===== src/pcr_pkg.sv =====
// ----------------------------------------------------------------------
// position capture readout constants
// ----------------------------------------------------------------------
package pcr_pkg;
  // parameter addresses seen by the fieldbus master
  localparam logic [15:0] ADDR_FLAGS = 16'h0a02;   // capture flags word
  localparam logic [15:0] ADDR_SINGLE1 = 16'h0a0c; // one-time result, input one
  localparam logic [15:0] ADDR_SINGLE2 = 16'h0a0e; // one-time result, input two
  localparam logic [15:0] ADDR_COUNT1 = 16'h0a2e;  // continuous counter, input one
  localparam logic [15:0] ADDR_CONS1 = 16'h0a30;   // continuous position, input one
  localparam logic [15:0] ADDR_COUNT2 = 16'h0a32;  // continuous counter, input two
  localparam logic [15:0] ADDR_CONS2 = 16'h0a34;   // continuous position, input two

  // widths
  localparam int POS_W = 32;  // signed position
  localparam int CNT_W = 16;  // event counter
  localparam int ACT_W = 3;   // start/stop code
  localparam int ADDR_W = 16; // parameter address

  // start/stop codes; anything else stops capture
  localparam logic [2:0] ACT_STOP = 3'h0;
  localparam logic [2:0] ACT_ONCE = 3'h1;
  localparam logic [2:0] ACT_CONT = 3'h2;

  // flags word bit positions
  localparam int FLAG1_BIT = 0;
  localparam int FLAG2_BIT = 1;

  // reset values
  localparam logic [31:0] POS_RST = 32'h0;
  localparam logic [15:0] CNT_RST = 16'h0;
  localparam logic [15:0] CNT_ONE = 16'h1;
  localparam logic [31:0] DATA_RST = 32'h0;

  // channel capture mode
  typedef enum logic [1:0] {
    MODE_IDLE,
    MODE_ONCE,
    MODE_CONT
  } pcr_mode_t;

  // decoded read target
  typedef enum logic [2:0] {
    SEL_NONE,
    SEL_FLAGS,
    SEL_SINGLE1,
    SEL_SINGLE2,
    SEL_COUNT1,
    SEL_CONS1,
    SEL_COUNT2,
    SEL_CONS2
  } pcr_sel_t;
endpackage : pcr_pkg


===== src/pcr_chan_if.sv =====
`timescale 1ns/1ps
// ----------------------------------------------------------------------
// link between readout top and one capture channel
// ----------------------------------------------------------------------
interface pcr_chan_if;
  logic ce;                       // clock enable
  logic actStrobe;                // start/stop command valid
  logic [2:0] actCode;            // start/stop code
  logic capEvent;                 // qualified capture edge
  logic readCount;                // counter is being read
  logic frameShift;               // coordinate frame changed
  logic signed [31:0] frameDelta; // new frame minus old frame
  logic signed [31:0] motorPos;   // live motor position
  logic signed [31:0] singlePos;  // one-time result
  logic signed [31:0] consPos;    // frozen continuous result
  logic [15:0] count;             // continuous event counter
  logic flag;                     // position captured

  // top drives commands, reads results
  modport ctrl (
    output ce, actStrobe, actCode, capEvent, readCount, frameShift, frameDelta, motorPos,
    input singlePos, consPos, count, flag
  );
  // channel takes commands, returns results
  modport chan (
    input ce, actStrobe, actCode, capEvent, readCount, frameShift, frameDelta, motorPos,
    output singlePos, consPos, count, flag
  );
endinterface : pcr_chan_if


===== src/pcr_channel.sv =====
`timescale 1ns/1ps
// ----------------------------------------------------------------------
// one capture channel: one-time and continuous results
// ----------------------------------------------------------------------
module pcr_channel (
  // clock and reset
  input wire logic clk_sys,
  input wire logic nrst,
  // commands and results
  pcr_chan_if.chan ch
);
  pcr_pkg::pcr_mode_t mode_r;     // capture mode
  logic signed [31:0] singlePos_r; // one-time result
  logic signed [31:0] latestPos_r; // newest continuous capture, never read directly
  logic signed [31:0] consPos_r;  // frozen copy handed to the master
  logic [15:0] count_r;           // continuous event counter
  logic flag_r;                   // captured flag
  logic startOnce;                // arm one-time capture
  logic startCont;                // arm continuous capture
  logic stopCmd;                  // cancel capture
  logic onceHit;                  // edge while one-time armed
  logic contHit;                  // edge while continuous armed

  // ----------------------------------------------------------------------
  // command decode
  // ----------------------------------------------------------------------
  assign startOnce = ch.actStrobe && (ch.actCode == pcr_pkg::ACT_ONCE);
  assign startCont = ch.actStrobe && (ch.actCode == pcr_pkg::ACT_CONT);
  assign stopCmd = ch.actStrobe && !startOnce && !startCont; // reserved codes stop too
  assign onceHit = ch.capEvent && (mode_r == pcr_pkg::MODE_ONCE);
  assign contHit = ch.capEvent && (mode_r == pcr_pkg::MODE_CONT);

  // mode: a new start wins over an edge in the same cycle
  always_ff @(posedge clk_sys or negedge nrst) begin
    if (!nrst) begin
      mode_r <= pcr_pkg::MODE_IDLE;
    end else if (ch.ce) begin
      if (startOnce) begin
        mode_r <= pcr_pkg::MODE_ONCE;
      end else if (startCont) begin
        mode_r <= pcr_pkg::MODE_CONT;
      end else if (stopCmd) begin
        mode_r <= pcr_pkg::MODE_IDLE;
      end else if (onceHit) begin
        mode_r <= pcr_pkg::MODE_IDLE;
      end
    end
  end

  // one-time result, moved with the frame
  always_ff @(posedge clk_sys or negedge nrst) begin
    if (!nrst) begin
      singlePos_r <= pcr_pkg::POS_RST;
    end else if (ch.ce) begin
      if (onceHit) begin
        singlePos_r <= ch.motorPos;
      end else if (ch.frameShift) begin
        singlePos_r <= singlePos_r + ch.frameDelta;
      end
    end
  end

  // newest continuous capture; each edge overwrites the last
  always_ff @(posedge clk_sys or negedge nrst) begin
    if (!nrst) begin
      latestPos_r <= pcr_pkg::POS_RST;
    end else if (ch.ce) begin
      if (contHit) begin
        latestPos_r <= ch.motorPos;
      end else if (ch.frameShift) begin
        latestPos_r <= latestPos_r + ch.frameDelta;
      end
    end
  end

  // frozen copy: only a counter read refreshes it, so pairs stay consistent
  always_ff @(posedge clk_sys or negedge nrst) begin
    if (!nrst) begin
      consPos_r <= pcr_pkg::POS_RST;
    end else if (ch.ce) begin
      if (ch.readCount) begin
        // old latest matches the count value read in this cycle
        consPos_r <= ch.frameShift ? latestPos_r + ch.frameDelta : latestPos_r;
      end else if (ch.frameShift) begin
        consPos_r <= consPos_r + ch.frameDelta;
      end
    end
  end

  // event counter keeps counting while the copy is frozen
  always_ff @(posedge clk_sys or negedge nrst) begin
    if (!nrst) begin
      count_r <= pcr_pkg::CNT_RST;
    end else if (ch.ce) begin
      if (startCont) begin
        count_r <= pcr_pkg::CNT_RST;
      end else if (contHit) begin
        count_r <= count_r + pcr_pkg::CNT_ONE; // wraps at 16 bits
      end
    end
  end

  // captured flag: an edge wins over the clear on activation
  always_ff @(posedge clk_sys or negedge nrst) begin
    if (!nrst) begin
      flag_r <= 1'b0;
    end else if (ch.ce) begin
      if (onceHit || contHit) begin
        flag_r <= 1'b1;
      end else if (startOnce || startCont) begin
        flag_r <= 1'b0;
      end
    end
  end

  assign ch.singlePos = singlePos_r;
  assign ch.consPos = consPos_r;
  assign ch.count = count_r;
  assign ch.flag = flag_r;

  // ----------------------------------------------------------------------
  // checks
  // ----------------------------------------------------------------------
  a_once_ends: assert property (
    @(posedge clk_sys) disable iff (!nrst)
    ch.ce && onceHit && !ch.actStrobe |=> mode_r == pcr_pkg::MODE_IDLE && !onceHit)
    else $error("one-time capture did not end");
  a_once_value: assert property (
    @(posedge clk_sys) disable iff (!nrst)
    ch.ce && onceHit |=> singlePos_r == $past(ch.motorPos))
    else $error("one-time position not latched");
  a_count_clear: assert property (
    @(posedge clk_sys) disable iff (!nrst)
    ch.ce && startCont |=> count_r == pcr_pkg::CNT_RST)
    else $error("counter not cleared on activation");
  a_count_incr: assert property (
    @(posedge clk_sys) disable iff (!nrst)
    ch.ce && contHit && !startCont |=> count_r == $past(count_r) + pcr_pkg::CNT_ONE)
    else $error("counter missed an event");
  a_copy_frozen: assert property (
    @(posedge clk_sys) disable iff (!nrst)
    !(ch.ce && (ch.readCount || ch.frameShift)) |=> $stable(consPos_r))
    else $error("frozen position changed without a read");
  a_copy_snapshot: assert property (
    @(posedge clk_sys) disable iff (!nrst)
    ch.ce && ch.readCount && !ch.frameShift |=> consPos_r == $past(latestPos_r))
    else $error("counter read did not refresh position");
  a_frame_shift: assert property (
    @(posedge clk_sys) disable iff (!nrst)
    ch.ce && ch.frameShift && !onceHit |=>
      singlePos_r == $past(singlePos_r) + $past(ch.frameDelta))
    else $error("one-time position not moved with frame");
endmodule : pcr_channel


===== src/pcr_position_capture.sv =====
`timescale 1ns/1ps
module pcr_position_capture (
  // clock, reset, enable
  input wire logic clk_sys,
  input wire logic nrst,
  input wire logic ce,
  // position source and frame changes
  input wire logic signed [31:0] motorPos,
  input wire logic frameShift,
  input wire logic signed [31:0] frameDelta,
  // input one: qualified edge and start/stop
  input wire logic capEvent1,
  input wire logic actStrobe1,
  input wire logic [2:0] actCode1,
  // input two: qualified edge and start/stop
  input wire logic capEvent2,
  input wire logic actStrobe2,
  input wire logic [2:0] actCode2,
  // parameter read port
  input wire logic rdReq,
  input wire logic [15:0] rdAddr,
  output logic [31:0] rdData,
  output logic rdValid,
  output logic rdErr,
  // status to the rest of the capture unit
  output logic [1:0] capFlags
);
  pcr_chan_if ch1 (); // input one channel link
  pcr_chan_if ch2 (); // input two channel link
  pcr_pkg::pcr_sel_t rdSel; // decoded read target
  logic [31:0] rdData_r;    // read answer
  logic rdValid_r;          // answer valid
  logic rdErr_r;            // unmapped address
  logic [1:0] capFlags_r;   // registered flags

  // ----------------------------------------------------------------------
  // address decode
  // ----------------------------------------------------------------------
  function automatic pcr_pkg::pcr_sel_t decodeAddr(input logic [15:0] addr);
    case (addr)
      pcr_pkg::ADDR_FLAGS: decodeAddr = pcr_pkg::SEL_FLAGS;
      pcr_pkg::ADDR_SINGLE1: decodeAddr = pcr_pkg::SEL_SINGLE1;
      pcr_pkg::ADDR_SINGLE2: decodeAddr = pcr_pkg::SEL_SINGLE2;
      pcr_pkg::ADDR_COUNT1: decodeAddr = pcr_pkg::SEL_COUNT1;
      pcr_pkg::ADDR_CONS1: decodeAddr = pcr_pkg::SEL_CONS1;
      pcr_pkg::ADDR_COUNT2: decodeAddr = pcr_pkg::SEL_COUNT2;
      pcr_pkg::ADDR_CONS2: decodeAddr = pcr_pkg::SEL_CONS2;
      default: decodeAddr = pcr_pkg::SEL_NONE;
    endcase
  endfunction : decodeAddr

  assign rdSel = rdReq ? decodeAddr(rdAddr) : pcr_pkg::SEL_NONE;

  // ----------------------------------------------------------------------
  // channel hookup
  // ----------------------------------------------------------------------
  assign ch1.ce = ce;
  assign ch1.actStrobe = actStrobe1;
  assign ch1.actCode = actCode1;
  assign ch1.capEvent = capEvent1;
  // the copy is refreshed by the counter read, so reading position first gives a stale pair
  assign ch1.readCount = (rdSel == pcr_pkg::SEL_COUNT1);
  assign ch1.frameShift = frameShift;
  assign ch1.frameDelta = frameDelta;
  assign ch1.motorPos = motorPos;

  assign ch2.ce = ce;
  assign ch2.actStrobe = actStrobe2;
  assign ch2.actCode = actCode2;
  assign ch2.capEvent = capEvent2;
  assign ch2.readCount = (rdSel == pcr_pkg::SEL_COUNT2);
  assign ch2.frameShift = frameShift;
  assign ch2.frameDelta = frameDelta;
  assign ch2.motorPos = motorPos;

  // input one results
  pcr_channel uChan1 (
    .clk_sys(clk_sys),
    .nrst(nrst),
    .ch(ch1.chan)
  );

  // input two results, same logic: counter clear and freeze included
  pcr_channel uChan2 (
    .clk_sys(clk_sys),
    .nrst(nrst),
    .ch(ch2.chan)
  );

  // ----------------------------------------------------------------------
  // read answer
  // ----------------------------------------------------------------------
  // data one cycle after the request; all targets are read-only
  always_ff @(posedge clk_sys or negedge nrst) begin
    if (!nrst) begin
      rdData_r <= pcr_pkg::DATA_RST;
    end else if (ce && rdReq) begin
      case (rdSel)
        pcr_pkg::SEL_FLAGS: begin
          rdData_r <= pcr_pkg::DATA_RST;
          rdData_r[pcr_pkg::FLAG1_BIT] <= ch1.flag;
          rdData_r[pcr_pkg::FLAG2_BIT] <= ch2.flag;
        end
        pcr_pkg::SEL_SINGLE1: rdData_r <= ch1.singlePos;
        pcr_pkg::SEL_SINGLE2: rdData_r <= ch2.singlePos;
        pcr_pkg::SEL_COUNT1: rdData_r <= {pcr_pkg::CNT_RST, ch1.count};
        pcr_pkg::SEL_CONS1: rdData_r <= ch1.consPos;
        pcr_pkg::SEL_COUNT2: rdData_r <= {pcr_pkg::CNT_RST, ch2.count};
        pcr_pkg::SEL_CONS2: rdData_r <= ch2.consPos;
        default: rdData_r <= pcr_pkg::DATA_RST; // unmapped reads zero
      endcase
    end
  end

  // answer strobe and error mark
  always_ff @(posedge clk_sys or negedge nrst) begin
    if (!nrst) begin
      rdValid_r <= 1'b0;
      rdErr_r <= 1'b0;
    end else if (ce) begin
      rdValid_r <= rdReq;
      rdErr_r <= rdReq && (rdSel == pcr_pkg::SEL_NONE);
    end
  end

  // flags for the surrounding unit
  always_ff @(posedge clk_sys or negedge nrst) begin
    if (!nrst) begin
      capFlags_r <= 2'h0;
    end else if (ce) begin
      capFlags_r <= {ch2.flag, ch1.flag};
    end
  end

  assign rdData = rdData_r;
  assign rdValid = rdValid_r;
  assign rdErr = rdErr_r;
  assign capFlags = capFlags_r;

  // ----------------------------------------------------------------------
  // checks
  // ----------------------------------------------------------------------
  a_read_answer: assert property (
    @(posedge clk_sys) disable iff (!nrst)
    ce && rdReq |=> rdValid_r && (rdErr_r == ($past(rdSel) == pcr_pkg::SEL_NONE)))
    else $error("read not answered next cycle");
  a_flags_word: assert property (
    @(posedge clk_sys) disable iff (!nrst)
    ce && rdReq && rdAddr == pcr_pkg::ADDR_FLAGS |=>
      rdData_r == {30'h0, $past(ch2.flag), $past(ch1.flag)})
    else $error("flags word wrong");
  a_pair_consistent: assert property (
    @(posedge clk_sys) disable iff (!nrst)
    ce && rdReq && rdAddr == pcr_pkg::ADDR_COUNT2 && !frameShift |=>
      rdData_r[31:16] == 16'h0 && ch2.consPos == $past(uChan2.latestPos_r))
    else $error("counter and position of input two not paired");
  // enable low must hold every registered output
  a_ce_freeze: assert property (
    @(posedge clk_sys) disable iff (!nrst)
    !ce |=> $stable(rdData_r) && $stable(rdValid_r) && $stable(rdErr_r) && $stable(capFlags_r))
    else $error("outputs moved while enable was low");
endmodule : pcr_position_capture


===== config.mk =====
export PLATFORM = sky130hd
export DESIGN_NAME = pcr_position_capture
export DESIGN_NICKNAME = d
export VERILOG_FILES = /design/src/pcr_pkg.sv /design/src/pcr_chan_if.sv /design/src/pcr_channel.sv /design/src/pcr_position_capture.sv
export SDC_FILE = /design/constraint.sdc
export NUM_CORES = 1
export LEC_CHECK = 0
export ABC_CLOCK_PERIOD_IN_PS = 4140
export BUFFER_PORTS_ARGS = -buffer_cell sky130_fd_sc_hd__buf_4
export CORE_MARGIN = 1.5
export CORE_UTILIZATION = 60
export CTS_BUF_LIST = sky130_fd_sc_hd__clkbuf_16
export CTS_CLUSTER_SIZE = 40
export DETAILED_ROUTE_END_ITERATION = 8
export PLACE_DENSITY = 0.79
export SLEW_MARGIN = 20
export SYNTH_ARGS = -nofsm -noshare
export SYNTH_HDL_FRONTEND = slang
export SYNTH_SLANG_ARGS = --single-unit

===== constraint.sdc =====
create_clock -name clk_sys -period 4.14 [get_ports clk_sys]
set_input_delay 1.242 -clock clk_sys [delete_from_list [all_inputs] [get_ports clk_sys]]
set_output_delay 1.242 -clock clk_sys [all_outputs]
set_load 0.05 [all_outputs]

* Word-level counts from Yosys, hierarchy flattened *
Cells that the tools add are included.

operators by class
  equal/unequal tests = 22
  mux-type cells = 31
  $add $sub $neg = 8
  reduce and logical (&&, ||, !) cells = 43

operators by type and width
  cell                                                                     count
  32-bit 2-to-1 mux                                                        12
  32-bit one-hot mux with 7 select lines                                   1
  32-bit adder                                                             6
  16-bit by 12-bit equality test with 1-bit output, second input constant  7
  16-bit 2-to-1 mux                                                        4
  16-bit by 1-bit adder with 16-bit output, second input constant          2
  3-bit one-hot mux with 7 select lines                                    1
  2-bit AND reduction                                                      10
  2-bit 2-to-1 mux                                                         8
  2-bit nonzero test                                                       8
  1-bit logical AND                                                        14
  3-bit by 2-bit equality test with 1-bit output, second input constant    4
  3-bit equality test, second input constant                               4
  3-bit by 1-bit equality test with 1-bit output, second input constant    3
  4-bit nonzero test                                                       2
  2-bit by 1-bit equality test with 1-bit output, second input constant    2
  2-bit equality test, second input constant                               2
  1-bit logical NOT                                                        4
  1-bit logical OR                                                         4
  1-bit 2-to-1 mux                                                         4
  3-bit logical NOT                                                        1
  3-bit 2-to-1 mux                                                         1

storage, ports and cells
  bits in registers = 266
  bits of input ports = 95
  output and inout port bits = 36

* Longest topological paths before layout *
  depth after elaboration = 8
  depth in mapped cells = 13
  depth with buffers taken out = 13

* Cells and area by module *
Synthesis repeated with hierarchy kept, for this count alone.

second synthesis, totals
  cells, all modules = 2821
  area, all modules = 23493.8 µm²

by module, submodules not included
  module                cells an instance  instances  area each (µm²)
  pcr_channel (uChan1)  1292               1          10400.0
  pcr_channel (uChan2)  1242               1          10299.9
  pcr_position_capture  287                1          2793.9

* Worst setup path before layout *
Ideal clock, no wire load.

  path kind = input-to-reg
  from = input port frameDelta[1]
  to = register uChan1.consPos_r[30] (netlist: uChan1.ch.consPos[30])
  setup slack = 0.230 ns
  library setup time = 0.124 ns
  required time = 4.016 ns
  arrival = 3.786 ns
  cell stages on the path = 12
  cells stage by stage = inv_1 fa_1 nor2b_1 o31a_1 o31a_1 a21bo_2 a21oi_2 o31ai_1 o41ai_1 mux2i_1 a31oi_1 o31a_1

on the way
  cells in the longest elaborated chain, start to end = 3
  elaborated cells on any way between the ends = 5
  classes of those cells = add/sub: 2; mux: 3

RTL lines
  what                                         line                                  source
  from (decl)                                  pcr_position_capture.sv:10            input wire logic signed [31:0] frameDelta,
  32-bit adder, on equally long branches       pcr_channel.sv:85, pcr_channel.sv:83
  32-bit 2-to-1 mux, on equally long branches  pcr_channel.sv:84, pcr_channel.sv:83
  32-bit 2-to-1 mux *                          pcr_channel.sv:81                     if (ch.readCount) begin
  to (signal assigned)                         pcr_channel.sv:79                     consPos_r <= pcr_pkg::POS_RST;
  to (signal assigned)                         pcr_channel.sv:83                     consPos_r <= ch.frameShift ? latestPos_r + ch.frameDelta : latestPos_r;
  to (signal assigned)                         pcr_channel.sv:85                     consPos_r <= consPos_r + ch.frameDelta;
  to (decl)                                    pcr_channel.sv:15                     logic signed [31:0] consPos_r;

Mark *: on every way between the ends. The rest lies on a longest branch, timed or not. The select of a mux whose other input is x is not followed.
A chain may end at the register's enable or synchronous reset.

* Final worst setup path *
  from = input port frameDelta[0]
  to = register uChan2.consPos_r[30] (netlist: uChan2.ch.consPos[30])

on the way
  cells in the longest elaborated chain, start to end = 3
  elaborated cells on any way between the ends = 5
  classes of those cells = add/sub: 2; mux: 3

RTL lines
  what                                         line
  32-bit adder, on equally long branches       pcr_channel.sv:85, pcr_channel.sv:83
  32-bit 2-to-1 mux, on equally long branches  pcr_channel.sv:84, pcr_channel.sv:83
  32-bit 2-to-1 mux *                          pcr_channel.sv:81
  to (signal assigned)                         pcr_channel.sv:79
  to (signal assigned)                         pcr_channel.sv:83
  to (signal assigned)                         pcr_channel.sv:85
  to (decl)                                    pcr_channel.sv:15

Marked as above.

==> flow_summary.toml <==
[run_status]
status = "finished clean"

[sta]
final_hold_viol_count = 0
clock_skew_ns = 0.02866
tightest_slew_ns = 0.8835
finalCritPeriodShare = 0.9533
relSlewSlack = 0.4110
tns_ns = 0
period_minus_slack_ns = 3.947
rsz0062_at_grt = "no"
finalSetupViolations = 0
setup_ws_ns = 0.1934
max_freq_ghz = 0.2534
drv_slew = 0

[placed_design]
hpwl_mm = 63.23
port_buffers = 130
place_congestion = 0.9927
placedCellCount = 3485
place_ws_ns = -0.3094

[clock_network]
cts_buffer_depth = 3
numCtsBuffers = 35
cts_sinks = 266
cts_tree = "yes"
post_cts.repair.setup_buffers = 0
root_buffer = "clkbuf_16"
cts_hold_buf = 0
cts_max_level = 2
clock_latency_ns = 0.58
clk_pin_slew_ns = 0.06
cts_resized = 0

[routing]
post-route-drc-count = 0
postRouteAntennaNets = 0
routed_wl_mm = 84.03
routedWlPerCell_um = 23.68
drt_pass1_iterations = 9
vias = 23350
vias_per_cell = 6.581
drtIter0Drc = 2157

[synthesis]
syn_area_per_cell_um2 = 8.252
synth_ff_type = "dfrtp_1"
synth_top_cell_area_share = 0.2904
synth_nets = 3067
ys.warnings.count = 0
syn_inst = 2778
ys_ff_latch = 266
yosysTopAreaCell = "dfrtp_1"
synth.most_common_cell = "nand2_1"
yosysSeqAreaShare = 0.2904
syn_area_um2 = 22920
ys_types = 96
synth_top_cells_by_area = "dfrtp_1 29%, ha_1 10%, a21oi_1 5.9%"
synth-async-reset-ratio = 1.000
synth-edff-count = 0
ys_top_cells_by_count = "307 x nand2_1, 270 x a21oi_1, 266 x dfrtp_1"

[worst_setup_path]
r2r_end = "uChan2.ch.singlePos[28]$_DFFE_PN0P_"
r2r_slack_ns = 0.61
crit_required_ns = 4.62
reg2regPathDepth = 16
start_kind = "primary input"
worstSetupEndpointType = "register"
cp_cell_sequence = "buf_4, ha_1, inv_1, fa_1, nor2b_1, o31a_1, o31ai_1, buf_4, a32o_1, o31ai_1, buf_4, a41oi_1, o21ai_1, mux2i_1, o22ai_1, a31oi_1"
crit_buf_inv = 4
critPathSlowestCell = "fa_1"
worstSetupPathType = "primary input to register"
r2r_start = "uChan2.ch.singlePos[0]$_DFFE_PN0P_"
crit_path_max_incr_delay_ns = 0.39
critPathMostFrequentCell = "buf_4"
crit_family = "compound AO/OA/AOI/OAI gates"
worstPathMaxFanout = 6
crit_arrival_ns = 4.43

[floorplan]
core-area_um2 = 37670
initial_core_util = 0.6086
rows = 71
io_pins = 131
die_x_um = 198.5
die_h_um = 198.5
dieArea_um2 = 39390

[power_and_ir_drop]
seqPwrFrac = 0.235
power.internal_mw = 10.84
power_density_nw_per_um2 = 720.5
clkPwrFrac = 0.171
peakVddDrop_uv = 447.7
power.switching_mw = 8.558
p_leak_nw = 12.70
p_sw_frac = 0.4411
combPwrFrac = 0.593

[grt]
antenna_found_initial = 1
use_met1 = 0.5193
grt_pass1_vias = 22720
grtUsageTotal = 0.4300
grt.overflow.total = 0
met2_usage = 0.6799
grt_busiest_layer = "met2"
grt_max_degree = 97
grt_pass1_wl_mm = 129.0
grtUsageMet3 = 0.06579

[job]
maxCapViolations = 0

[worst_hold_path]
hp-start = "rdData[6]$_DFFE_PN0P_"
min_path_cells = 1
hold_end = "rdData[6]$_DFFE_PN0P_"
hold_path.class = "register to register"

[final_layout]
fin_nets = 3300
synthToLayoutAreaGrowth_pct = 17.46
drive_gt1_frac = 0.1535
fin_cells = 3548
==> sequential cells by signal (all words and copies together) (netlist names), 16 cells and up <==
register and cells:
uChan1.ch.count 16, uChan2.ch.consPos 32, uChan2.ch.count 16, uChan1.latestPos_r 32, uChan1.ch.consPos 32, uChan2.latestPos_r 32, uChan2.ch.singlePos 32, rdData 32
uChan1.ch.singlePos 32
==> power by group through the flow <==
stage               logic (mW)  clock network [mW]  registers (mW)
floorplan                 8.24                   0            4.16
finish                    11.5                3.33            4.56
global placement          10.9                   0            4.52
global route              12.7                3.43            4.63
detailed placement        11.2                   0            4.55
CTS                       11.3                3.35            4.52
==> cell families (layout without fill, tap and decap cells) <==
| family | count (synthesis) | count (layout) | share of synthesized area |
|---|---|---|---|
| simple gates | 837 | 837 | 0.1670 |
| flops | 266 | 266 | 0.2904 |
| fa+ha+maj | 194 | 194 | 0.1079 |
| xor+xnor | 174 | 174 | 0.06648 |
| other cells | 0 | 1 | 0 |
| compound gates | 1009 | 1009 | 0.2889 |
| buf+inv | 197 | 455 | 0.03335 |
| mux | 101 | 101 | 0.04601 |
==> routing by layer <==
layer | part of all wire | vias up | wire [um]
met5 | 0 | - | 0
met4 | 0.094 | 0 | 7866
met3 | 0.081 | 380 | 6828
met2 | 0.44 | 1202 | 37360
met1 | 0.38 | 11020 | 31980
li1 | - | 10750 | -
==> final cells by class <==
cell class                      count  area (um^2)
Clock inverter                     26        319.1
Fill cell                        3024        10740
Multi-Input combinational cell   2315        15560
Timing Repair Buffer              332         2613
Antenna cell                        1        2.502
Clock buffer                       36        900.9
Tap cell                          511        639.4
Inverter                           61        229.0
Sequential cell                   266         6656
==> worst max path at each step <==
stage / from / end / slack (ns) / cells past startpoint
floorplan: frameDelta[1] / uChan1.ch.consPos[30]$_DFFE_PN0P_ / 0.23 / 12
global route: frameDelta[1] / uChan2.ch.singlePos[30]$_DFFE_PN0P_ / 0.01 / 16
detailed placement: frameDelta[0] / uChan2.ch.consPos[30]$_DFFE_PN0P_ / -0.31 / 16
global placement: frameDelta[1] / uChan2.ch.singlePos[28]$_DFFE_PN0P_ / -0.24 / 17
finish: frameDelta[0] / uChan2.ch.consPos[30]$_DFFE_PN0P_ / 0.19 / 16
CTS: frameDelta[0] / uChan2.ch.consPos[30]$_DFFE_PN0P_ / 0.22 / 16
==> per-stage QoR <==
step           instance area [um^2]  hold WS (ns)  total power [mW]    util
3_5_place_dp                  25700        0.4667             15.74  0.6824
5_1_grt                       26920        0.5006             20.76  0.7148
3_3_place_gp                  25700        0.4633             15.42  0.6824
2_1_floorplan                 22920        0.4700             12.39       -
6_report                      26920        0.4800             19.40  0.7148
4_1_cts                       26920        0.4800             19.17  0.7148
==> cell usage in the layout, fill, tap and decap left out, types with 8 or more instances in the layout <==
cell       synthesis  final
nor3_1            36     35
o21ai_0          238    236
o22ai_1           15     15
xor2_1            82     82
o211ai_1          23     23
a41oi_1            9      9
a21oi_1          270    270
and2_1            12     12
a211oi_1          31     31
mux2i_1           69     69
buf_12             0      9
or3_1             10     10
nor2_1           252    251
buf_4              2    322
ha_1             188    188
o31ai_1           16     16
a222oi_1          30     30
clkinv_1           3      8
dfrtp_1          266    266
nand3_1           58     58
a21boi_0          21     21
o21a_1            30     30
xnor2_1           92     92
clkbuf_16          0     36
nand4_1           30     30
nor2b_1           20     19
a31oi_1           37     37
mux2_2            31     31
inv_1             57     62
a21o_1           119    119
nand2b_1          26     26
o31a_1             9      9
nand2_1          307    307
a22oi_1           10     10
o21bai_1          34     34
a221o_1           27     27
and3_1            33     33
No activity file was read; power rests on OpenSTA's default activity.
